`src/cdtb_pkg.sv`:
```
// Purpose: shared constants and carriers for the debug/trace block
// Assumes: 32-bit breakpoint registers, 4-bit trace buses
// Notes: register indices serve both the core port and the serial channel
package cdtb_pkg;
    localparam int CDTB_W = 32;
    localparam int CDTB_NBP = 9;
    // register indices
    localparam logic [3:0] CDTB_ADDR = 4'h0;
    localparam logic [3:0] CDTB_ADDR_MASK = 4'h1;
    localparam logic [3:0] CDTB_DATA = 4'h2;
    localparam logic [3:0] CDTB_DATA_MASK = 4'h3;
    localparam logic [3:0] CDTB_PC0 = 4'h4;
    localparam logic [3:0] CDTB_PC_MASK = 4'h8;
    localparam logic [3:0] CDTB_CTRL = 4'h9;
    localparam logic [3:0] CDTB_STATUS = 4'hA;
    localparam logic [3:0] CDTB_RESUME = 4'hF;
    // control field positions
    localparam int CDTB_C_EN = 0;
    localparam int CDTB_C_TWO = 1;
    localparam int CDTB_C_IRQ = 2;
    localparam int CDTB_C_USE_A = 3;
    localparam int CDTB_C_USE_D = 4;
    localparam int CDTB_C_USE_PC = 5;
    localparam int CDTB_C_THR = 8;
    localparam logic [31:0] CDTB_CTRL_RST = 32'h0000_0000;
    localparam logic [31:0] CDTB_REG_RST = 32'h0000_0000;
    localparam logic [3:0] CDTB_HALTED = 4'hF;
    localparam logic [3:0] CDTB_STATUS_BUS_RST = 4'h0;
    // serial frame: 8-bit command then 32-bit data
    localparam logic [5:0] CDTB_FRAME_LAST = 6'd39;
    localparam int CDTB_CMD_RD = 39;
    localparam logic [2:0] CDTB_NIB_LAST = 3'd7;

    typedef struct packed {
        logic valid;
        logic [31:0] addr;
        logic [31:0] data;
        logic [31:0] pc;
    } cdtb_obs_s;

    typedef struct packed {
        logic [31:0] value;
    } cdtb_trace_s;

    typedef enum logic {CDTB_IDLE, CDTB_SHIFT} cdtb_ser_e;
endpackage : cdtb_pkg

```
`src/cdtb_buf2.sv`:
```
// Purpose: two-entry buffer with valid/ready on both sides
// Assumes: single clock, synchronous reset
// Notes: in_ready comes from a flop loaded from next_count, so it tracks count with no lag
`timescale 1ns/10ps
`default_nettype none
module cdtb_buf2 #(
    parameter int W = 32
) (
    input wire logic core_clk,
    input wire logic rst,
    input wire logic in_valid,
    output logic in_ready,
    input wire logic [W-1:0] in_data,
    output logic out_valid,
    input wire logic out_ready,
    output logic [W-1:0] out_data
);
    import cdtb_pkg::*;
    logic [W-1:0] mem [0:1];
    logic wptr;
    logic rptr;
    logic [1:0] count;
    logic [1:0] next_count;
    wire push = in_valid && in_ready;
    wire pop = out_valid && out_ready;

    assign next_count = count + {1'b0, push} - {1'b0, pop};
    assign out_valid = (count != 2'd0);
    assign out_data = mem[rptr];

    always_ff @(posedge core_clk) begin
        if (rst) begin
            wptr <= 1'b0;
            rptr <= 1'b0;
            count <= 2'd0;
            in_ready <= 1'b1;
        end else begin
            count <= next_count;
            in_ready <= (next_count != 2'd2);
            if (push) begin
                wptr <= ~wptr;
            end
            if (pop) begin
                rptr <= ~rptr;
            end
        end
    end

    always_ff @(posedge core_clk) begin
        if (push) begin
            mem[wptr] <= in_data;
        end
    end
endmodule : cdtb_buf2
`default_nettype wire

```
`src/cdtb_top.sv`:
```
// Purpose: core debug module with breakpoints, triggers and trace output
// Assumes: core observation and trace words come from core_clk logic
// Notes: the serial clock is sampled, so it must be well below core_clk/4
//
// How it works
// nine 32-bit breakpoint registers: address, data, four PCs, three masks
// registers reachable by serial channel and by supervisor-mode software
// triggers combine address, data, PC matches; one or two levels
// a fired trigger halts the core or raises a debug interrupt
// critical interrupts still pass while a debug interrupt is handled
// 4-bit status and trace data buses with a trace clock
// trace buses carry status plus captured operands and branch targets
// halt indicator is the AND of the four status bits
// serial channel and halt indicator always; full trace only optionally
// mask bit set to one excludes that bit from its comparison
//
// The strobed register port and the register offsets were chosen for this implementation.
`timescale 1ns/10ps
`default_nettype none
module cdtb_top #(
    parameter bit FULL_TRACE = 1'b1
) (
    input wire logic core_clk,
    input wire logic rst,
    // supervisor-mode register port
    input wire logic sup_mode,
    input wire logic [3:0] reg_addr,
    input wire logic [31:0] reg_wdata,
    input wire logic reg_wr,
    input wire logic reg_rd,
    output logic [31:0] reg_rdata,
    // core observation
    input wire cdtb_pkg::cdtb_obs_s core_obs,
    input wire logic [3:0] core_status,
    input wire logic [2:0] irq_level,
    input wire logic dbg_irq_done,
    output logic halt_req,
    output logic dbg_irq_req,
    output logic [2:0] crit_irq_pass,
    // trace words from the core
    input wire logic trace_valid,
    input wire cdtb_pkg::cdtb_trace_s trace_word,
    output logic trace_ready,
    // debug serial channel
    input wire logic dbg_serial_in,
    input wire logic dbg_serial_clock,
    output logic dbg_serial_out,
    // trace pins
    output logic [3:0] proc_status_bus,
    output logic [3:0] trace_data_bus,
    output logic trace_clock_out,
    output logic halt_indicator
);
    import cdtb_pkg::*;

    // masked compare: equal on every bit the mask leaves at zero
    function automatic logic bp_match(input logic [31:0] obs,
                                      input logic [31:0] ref_v,
                                      input logic [31:0] mask);
        bp_match = (((obs ^ ref_v) & ~mask) == 32'h0000_0000);
    endfunction : bp_match

    logic [31:0] bp [0:CDTB_NBP-1];
    logic [31:0] ctrl;
    logic halted;
    logic dbg_active;
    logic armed;

    // serial link synchronisers and shifters
    logic [1:0] sclk_sync;
    logic [1:0] sin_sync;
    logic sclk_prev;
    logic [39:0] ser_in;
    logic [5:0] ser_cnt;
    logic [31:0] ser_out;

    wire sclk_rise = sclk_sync[1] && !sclk_prev;
    wire sclk_fall = !sclk_sync[1] && sclk_prev;
    wire [39:0] frame = {ser_in[38:0], sin_sync[1]};
    wire frame_done = sclk_rise && (ser_cnt == CDTB_FRAME_LAST);
    wire ser_is_rd = frame[CDTB_CMD_RD];
    wire [3:0] ser_idx = frame[35:32];
    wire ser_wr = frame_done && !ser_is_rd;
    wire ser_resume = ser_wr && (ser_idx == CDTB_RESUME);
    wire cpu_wr = reg_wr && sup_mode;

    // shared register read mux
    function automatic logic [31:0] reg_view(input logic [3:0] idx,
                                             input logic [31:0] c,
                                             input logic [2:0] st,
                                             input logic [31:0] v);
        if (idx < CDTB_CTRL) begin
            reg_view = v;
        end else if (idx == CDTB_CTRL) begin
            reg_view = c;
        end else if (idx == CDTB_STATUS) begin
            reg_view = {29'h0, st};
        end else begin
            reg_view = 32'h0000_0000;
        end
    endfunction : reg_view

    wire [2:0] status_bits = {armed, dbg_active, halted};
    wire [31:0] cpu_view = reg_view(reg_addr, ctrl, status_bits,
                                    bp[reg_addr < CDTB_CTRL ? reg_addr : 4'h0]);
    wire [31:0] ser_view = reg_view(ser_idx, ctrl, status_bits,
                                    bp[ser_idx < CDTB_CTRL ? ser_idx : 4'h0]);

    always_ff @(posedge core_clk) begin
        if (rst) begin
            sclk_sync <= 2'b00;
            sin_sync <= 2'b00;
            sclk_prev <= 1'b0;
        end else begin
            sclk_sync <= {sclk_sync[0], dbg_serial_clock};
            sin_sync <= {sin_sync[0], dbg_serial_in};
            sclk_prev <= sclk_sync[1];
        end
    end

    // frame in on rising edges, answer out on falling edges
    always_ff @(posedge core_clk) begin
        if (rst) begin
            ser_in <= 40'h00_0000_0000;
            ser_cnt <= 6'd0;
            ser_out <= 32'h0000_0000;
            dbg_serial_out <= 1'b0;
        end else begin
            if (sclk_rise) begin
                ser_in <= frame;
                ser_cnt <= frame_done ? 6'd0 : ser_cnt + 6'd1;
            end
            if (frame_done && ser_is_rd) begin
                ser_out <= ser_view;
            end else if (sclk_fall) begin
                dbg_serial_out <= ser_out[31];
                ser_out <= {ser_out[30:0], 1'b0};
            end
        end
    end

    // breakpoint and control registers; core port wins over serial
    always_ff @(posedge core_clk) begin
        if (rst) begin
            for (int i = 0; i < CDTB_NBP; i++) begin
                bp[i] <= CDTB_REG_RST;
            end
            ctrl <= CDTB_CTRL_RST;
        end else begin
            if (ser_wr && ser_idx < CDTB_CTRL) begin
                bp[ser_idx] <= frame[31:0];
            end
            if (ser_wr && ser_idx == CDTB_CTRL) begin
                ctrl <= frame[31:0];
            end
            if (cpu_wr && reg_addr < CDTB_CTRL) begin
                bp[reg_addr] <= reg_wdata;
            end
            if (cpu_wr && reg_addr == CDTB_CTRL) begin
                ctrl <= reg_wdata;
            end
        end
    end

    always_ff @(posedge core_clk) begin
        if (rst) begin
            reg_rdata <= 32'h0000_0000;
        end else begin
            reg_rdata <= (reg_rd && sup_mode) ? cpu_view : 32'h0000_0000;
        end
    end

    // match and trigger formation
    wire m_addr = bp_match(core_obs.addr, bp[CDTB_ADDR], bp[CDTB_ADDR_MASK]);
    wire m_data = bp_match(core_obs.data, bp[CDTB_DATA], bp[CDTB_DATA_MASK]);
    logic m_pc;
    always_comb begin
        m_pc = 1'b0;
        for (int i = 0; i < 4; i++) begin
            m_pc = m_pc | bp_match(core_obs.pc, bp[CDTB_PC0 + 4'(i)],
                                   bp[CDTB_PC_MASK]);
        end
    end

    // unused terms count as matched; a level with no term never fires
    wire use_a = ctrl[CDTB_C_USE_A];
    wire use_d = ctrl[CDTB_C_USE_D];
    wire use_p = ctrl[CDTB_C_USE_PC];
    wire ad_cond = (use_a || use_d) && (!use_a || m_addr)
                   && (!use_d || m_data);
    wire one_cond = (use_a || use_d || use_p) && (!use_a || m_addr)
                    && (!use_d || m_data) && (!use_p || m_pc);
    wire two_lvl = ctrl[CDTB_C_TWO];
    wire trig_on = ctrl[CDTB_C_EN] && core_obs.valid;
    // two levels: address/data arms, then a PC match fires
    wire fire = trig_on && (two_lvl ? (armed && use_p && m_pc)
                                    : one_cond);
    wire arm_set = trig_on && two_lvl && !armed && ad_cond;
    wire fire_halt = fire && !ctrl[CDTB_C_IRQ];
    wire fire_irq = fire && ctrl[CDTB_C_IRQ];

    always_ff @(posedge core_clk) begin
        if (rst) begin
            armed <= 1'b0;
            halted <= 1'b0;
            dbg_active <= 1'b0;
        end else begin
            armed <= arm_set || (armed && !fire && two_lvl);
            // a new event beats a clear in the same cycle
            halted <= fire_halt || (halted && !ser_resume);
            dbg_active <= fire_irq || (dbg_active && !dbg_irq_done);
        end
    end

    always_ff @(posedge core_clk) begin
        if (rst) begin
            halt_req <= 1'b0;
            dbg_irq_req <= 1'b0;
            crit_irq_pass <= 3'd0;
        end else begin
            halt_req <= fire_halt || (halted && !ser_resume);
            dbg_irq_req <= fire_irq;
            // only levels at or above the threshold reach the core meanwhile
            crit_irq_pass <= (!dbg_active ||
                irq_level >= ctrl[CDTB_C_THR +: 3]) ? irq_level
                                                    : 3'd0;
        end
    end

    // trace path: buffered words go out a nibble per cycle
    cdtb_trace_s buf_data;
    logic buf_valid;
    logic buf_ready;
    cdtb_ser_e tstate;
    logic [31:0] tshift;
    logic [2:0] nib;

    cdtb_buf2 #(.W($bits(cdtb_trace_s))) u_buf (
        .core_clk(core_clk),
        .rst(rst),
        .in_valid(trace_valid && FULL_TRACE),
        .in_ready(trace_ready),
        .in_data(trace_word),
        .out_valid(buf_valid),
        .out_ready(buf_ready),
        .out_data(buf_data)
    );

    assign buf_ready = (tstate == CDTB_IDLE);

    always_ff @(posedge core_clk) begin
        if (rst) begin
            tstate <= CDTB_IDLE;
            tshift <= 32'h0000_0000;
            nib <= 3'd0;
        end else begin
            case (tstate)
                CDTB_IDLE: begin
                    if (buf_valid) begin
                        tshift <= buf_data.value;
                        nib <= 3'd0;
                        tstate <= CDTB_SHIFT;
                    end
                end
                CDTB_SHIFT: begin
                    tshift <= {4'h0, tshift[31:4]};
                    nib <= nib + 3'd1;
                    if (nib == CDTB_NIB_LAST) begin
                        tstate <= CDTB_IDLE;
                    end
                end
                default: tstate <= CDTB_IDLE;
            endcase
        end
    end

    // status shows all ones while halted, else the core's own code
    wire [3:0] next_status = halted ? CDTB_HALTED : core_status;

    always_ff @(posedge core_clk) begin
        if (rst) begin
            proc_status_bus <= CDTB_STATUS_BUS_RST;
            trace_data_bus <= 4'h0;
            trace_clock_out <= 1'b0;
            halt_indicator <= 1'b0;
        end else begin
            // halt indicator survives without the full trace bonding
            halt_indicator <= &next_status;
            proc_status_bus <= FULL_TRACE ? next_status : 4'h0;
            trace_data_bus <= (FULL_TRACE && tstate == CDTB_SHIFT)
                              ? tshift[3:0] : 4'h0;
            // flop output: one edge of the pin per core cycle
            trace_clock_out <= FULL_TRACE ? ~trace_clock_out : 1'b0;
        end
    end
endmodule : cdtb_top
`default_nettype wire

```
`config.mk`:
```
export PLATFORM = sky130hd
export DESIGN_NAME = cdtb_top
export DESIGN_NICKNAME = d
export VERILOG_FILES = /design/src/cdtb_pkg.sv /design/src/cdtb_buf2.sv /design/src/cdtb_top.sv
export SDC_FILE = /design/constraint.sdc
export NUM_CORES = 2
export LEC_CHECK = 0
export BUFFER_PORTS_ARGS = -buffer_cell sky130_fd_sc_hd__clkbuf_2
export CORE_MARGIN = 3
export CORE_UTILIZATION = 60
export CTS_BUF_LIST = sky130_fd_sc_hd__clkbuf_4 sky130_fd_sc_hd__clkbuf_8
export DETAILED_ROUTE_END_ITERATION = 8
export PLACE_DENSITY = 0.84
export SLEW_MARGIN = 30
export SYNTH_ARGS = -nofsm -noshare
export SYNTH_HDL_FRONTEND = slang
export SYNTH_SLANG_ARGS = --single-unit
```
`constraint.sdc`:
```
create_clock -name core_clk -period 5.7 [get_ports core_clk]
set_clock_uncertainty 0.05 [all_clocks]
set_input_delay 0.285 -clock core_clk [delete_from_list [all_inputs] [get_ports core_clk]]
set_output_delay 0.285 -clock core_clk [all_outputs]
set_load 0.01 [all_outputs]
```
==> After elaboration in Yosys (flattened, before gate mapping) <==
Memories as Yosys holds them, arrays and structs flattened. A register that Yosys moved wholly into a read port is not among the register bits.
Index checks and enable logic that the tools add are counted.
{ "totals": {"ram_bits": 352, "wordCells": 177, "output_inout_bits": 49, "register_bits": 205, "n_memories": 2, "in_bits": 181} }
{ "memory_table": {"columns": ["name", "words", "width", "rd", "rd_ports_with_merged_regs", "wr", "line", "rtl"], "rows": [
  ["bp", 9, 32, 11, 0, 9, "cdtb_top.sv:63", "logic [31:0] bp [0:CDTB_NBP-1];"],
  ["u_buf.mem", 2, 32, 1, 1, 1, "cdtb_buf2.sv:19", "logic [W-1:0] mem [0:1];"]
]} }
{ "op_classes": {"bitwise_logic": 25, "mux": 40, "addsub": 4, "eq_ne": 9, "n_lt_le_gt_ge": 3, "reduce_logical": 69} }
{ "ops": {"columns": ["operator", "count"], "rows": [
  ["$mux W32", 11],
  ["$and A32 B32 Y32", 6],
  ["$logic_not A32 Y1", 6],
  ["$xor A32 B32 Y32", 6],
  ["$not A32 Y32", 3],
  ["$pmux W32 S2", 1],
  ["$reduce_or A32 Y1", 2],
  ["$logic_and A1 B1 Y1", 32],
  ["$eq A4 B4 Y1 const B", 5],
  ["$mux W4", 5],
  ["$mux W1", 17],
  ["$logic_not A1 Y1", 12],
  ["$logic_or A1 B1 Y1", 9],
  ["$mux W3", 3],
  ["$lt A4 B4 Y1 const B", 2],
  ["$not A1 Y1", 7],
  ["$add A6 B1 Y6 const B", 1],
  ["$eq A6 B6 Y1 const B", 1],
  ["$mux W6", 1],
  ["$pmux W3 S2", 1],
  ["$reduce_bool A2 Y1", 3],
  ["$reduce_or A2 Y1", 3],
  ["$reduce_and A4 Y1", 1],
  ["$add A3 B1 Y3 const B", 1],
  ["other kinds (9)", 11]
]} }

==> Longest topological paths before layout <==
An unclocked memory read counts as a cell.
{ "depth": {"depth_word": 15, "ltp_mapped": 11, "mapped_depth_nobuf": 7} }

==> Modules after synthesis <==
Synthesis repeated with hierarchy kept, for this count alone.
{ "unflattened": {"hier_cells": 2549, "area_unflattened_um2": 29623.4} }
{ "by_module_without_submodules": {"columns": ["module", "n_inst", "area_each_um2", "cells_each", "seq_area_each_um2"], "rows": [
  ["cdtb_top", 1, 27048.4, 2421, 12652.1],
  ["cdtb_buf2", 1, 2575.0, 128, 2042.0]
]} }

==> Worst setup path before layout <==
No wires, ideal clock.
{ "synth_path": {"path_type": "reg-to-reg", "from": "register sclk_sync[1]", "to": "memory bp[0][0] (enable)", "required_ps": 5180, "setup_time_ps": 470, "t_arrival_ps": 3770, "n_path_buf": 3, "path_stages_with_launch": 10, "setup_slack_ps": 1410, "period_less_slack_ps": 4290, "cell_sequence": "dfxtp_1 -> nor2b_1 -> buf_4 -> and4_1 -> buf_4 -> nand2_2 -> nor3_2 -> nand2b_1 -> buf_6 -> o31ai_1"} }
{ "synth_lines": {"columns": ["element", "line", "rtl"], "rows": [
  ["from (decl)", "cdtb_top.sv:70", "logic [1:0] sclk_sync;"],
  ["from (signal assigned)", "cdtb_top.sv:115", "sclk_sync <= {sclk_sync[0], dbg_serial_clock};"],
  ["to (decl)", "cdtb_top.sv:63", null]
]} }

==> results.md <==
- Status: complete, but fails checks
- Failing checks: DRC
- Worst Path Required: 6.05 ns
- First-pass GRT wire length: 161000 µm
- Crit path time final: 3.99 ns
- Sw Pwr: 2840 µW
- Synth warnings: 0
- Clk pwr share: 37.5%
- Routed WL: around 110000 µm
- Rows: 80
- Share of total power in combinational logic: 14.1%
- Via count: 24851
- Post-synthesis sequential area ratio: 50.1%
- Async set or reset register ratio after synthesis: 0%
- Register area: 14700 µm²
- EDFF count, synth: 352
- Fin nets: 2767
- GRT Residual Overflow: 0
- Vias per cell: 7.58
- VDD IR max: 0.320 mV
- Die Y: about 230 µm
- Clock root cell: clkbuf_8
- Starting Density: 61.0%
- Drt wl/cell: 34.9 µm
- Critical path endpoint category: flip-flop
- Num ports: 230
- Pwr dens: 299 nW/µm²
- Htree depth: 3
- Mapped Cells: approximately 2500
- Synth top area share: 36.1%
- Critical path arrival: ~4.3 ns
- Synth area leaders: edfxtp_1, dfxtp_1, mux4_2
- Clk pin slew, worst setup/hold paths: roughly 0.060 ns
- Final-report max-slew violation count: 0
- Setup ws final: 1.71 ns
- Post-CTS Resized: 0
- Final GP Congestion: 1.10
- Seq pwr share: ~48%
- First DRT Iteration DRCs: 4388
- Worst-Margin Slew: 1.06 ns
- CTS sink cnt: 558
- Number of global-route vias before repair: 24122
- Post-Syn Area: around 30000 µm²
- Yosys cell types: 56
- Detailed Place HPWL: 75100 µm
- Gr usage total: 43.6%
- Worst slew margin: 29.1%
- Synthesis-to-finish area growth: 13.4%
- Main synth FF type: edfxtp_1
- Maxcap violations: 0
- Layout cells sized above 1: 23.7%
- Drt drc: 6
- Switch share: ~29%
- CTS tree: done
- Area taken by multi-input logic gates: between 10000 and 15000 µm²
- Worst Path Class, Setup: reg -> reg
- DRT antenna net count: 0
- Bufs on Longest Clock Path: 3
- Worst setup SP type: flip-flop
- Fin crit share: 70.0%
- Setup violations, final: 0
- Setup TNS: 0 ns
- Final Hold Viols: 0
- Mapped Avg Cell Area: 12.0 µm²
- Worst Path Max Fanout: 45
- Clk Latency, worst-skew pair: 0.74 ns
- Syn nets: 2641
- Port-buffer cells: 229
- Detailed Routing Iterations Pass 1: 9
- Fmax: about 0.25 GHz
- Post-CTS setup repair buffer count: 0
- Core Area: 48000 µm²
- Synth area leader: edfxtp_1
- Cell Int Power: 7090 µW
- Worst Hold Class: in -> reg
- DIE AREA: 51500 µm²
- Largest net degree at the start of global routing: 68
- Die Width: 227 µm
- Cts hold-fix bufs: between 60 and 70
- Pre-CTS WS: 1.89 ns
- Initial antenna violation count: 6
- #FFs+latches synth: 558
- Fillers: around 3400
- Num CTS Buffers: between 90 and 100
- Leakage: 0.0116 µW
- RSZ-0062 raised after global routing: no
==> Yosys cell counts (30+ instances only) <==
cell type,instances
edfxtp_1,352
mux4_2,128
nor2_1,201
buf_2,40
a211oi_1,64
mux2_1,30
nand2_1,100
o22ai_1,99
xnor2_1,195
mux2i_1,117
a22oi_1,49
a21oi_1,47
dfxtp_1,206
a22o_1,288
clkbuf_1,243
o21ai_1,33
==> layout by cell type, fill, tap and decap left out, types with 11 or more instances in the layout <==
cell / Yosys / routed
nor3_1: 16 / 11
mux2_1: 30 / 30
nor2_1: 201 / 192
buf_4: 10 / 61
xnor2_1: 195 / 195
mux2i_1: 117 / 117
clkinv_1: 0 / 12
a222oi_1: 28 / 28
a22oi_1: 49 / 49
clkbuf_4: 0 / 40
o21ai_1: 33 / 27
a21oi_1: 47 / 47
edfxtp_1: 352 / 352
dlygate4sd3_1: 0 / 61
inv_1: 13 / 13
mux4_2: 128 / 128
clkbuf_8: 0 / 101
a22o_1: 288 / 288
o22ai_1: 99 / 99
a211oi_1: 64 / 64
nor4_1: 24 / 24
clkbuf_2: 0 / 227
clkinv_2: 0 / 11
a221oi_1: 29 / 29
nand2_1: 100 / 100
nor2b_1: 15 / 13
dfxtp_1: 206 / 204
o21ai_0: 12 / 12
==> layer usage <==
layer  part of all wire (%)  global-route usage [%]
met5                  0.038                       0
met4                    8.7                    29.2
met3                     17                    19.2
met2                     42                    63.3
met1                     32                    52.9
==> final timing paths <==
path | start | end | slack (ns) | cells after the start
setup / recovery | sclk_sync[1] | bp[0][18] | 1.71 | 8
hold / removal | reg_wdata[26] | ctrl[26] | 0.03 | 3
setup reg to reg | sclk_sync[1] | bp[0][18] | 1.71 | 8
hold reg to reg | trace_clock_out | trace_clock_out | 0.36 | 1
==> power groups by stage <==
stage / sequential [µW] / clock (µW) / combinational [µW]
finish: 4810 / 3720 / 1410
floorplan: 4770 / 0 / 876
global route: 4810 / 3880 / 1460
CTS: 4780 / 3700 / 1340
detailed placement: 4860 / 0 / 1290
global placement: 4850 / 0 / 1260
==> cell families (layout without fill, tap and decap cells) <==
| kind of cell | after synthesis | after routing | share of synthesized area [%] |
|---|---|---|---|
| buffers and inverters | 333 | 538 | 4.67 |
| xor gates and xnor gates | 199 | 199 | 5.95 |
| adders and majority gates | 8 | 8 | 0.342 |
| AOI/OAI and AO/OA | 663 | 663 | 17.4 |
| DFF | 558 | 558 | 50.1 |
| other | 0 | 5 | 0 |
| and+or+nand+nor | 414 | 414 | 6.47 |
| muxes | 277 | 277 | 15.1 |
==> flip-flops by register name (all words and copies together) (netlist names), 4 cells and up, named ones only <==
signal,cells
u_buf.mem,64
ctrl,32
ser_out,32
tshift,32
ser_cnt,6
bp,288
ser_in,39
reg_rdata,32
proc_status_bus,4
trace_data_bus,4
==> worst max-delay path: stages, from the launching register on <==
cell and delay (ns):
dfxtp_1 0.41, nor2b_4 0.16, buf_4 0.47, and4_1 0.45, nand2_2 0.14, nor3_2 0.20, nand2b_1 0.47, o31ai_4 0.99
buf_12 0.30
==> layout make-up <==
cell class	instances	area share, %
Clock inverter	31	0.712
Inverter	14	0.158
Antenna cell	5	0.0377
Multi-Input combinational cell	1561	40.7
Clock buffer	141	5.09
Sequential cell	558	44.2
Tap cell	615	2.32
Timing Repair Buffer	352	6.77
==> through the flow <==
stage	std cells	total power (µW)	instance area, µm²	utilization (%)	hold WS, ns
after floorplan	2452	5640	29300	-	0.334
after global placement	3038	6110	30700	63.8	0.347
after detailed placement	3039	6150	30700	63.8	0.358
after CTS	3272	9820	33200	69.1	0.0000177
after global routing	3272	10200	33200	69.1	0.0214
final	3277	9930	33200	69.2	0.0333
Note: power is estimated with default switching activity, not from simulation.
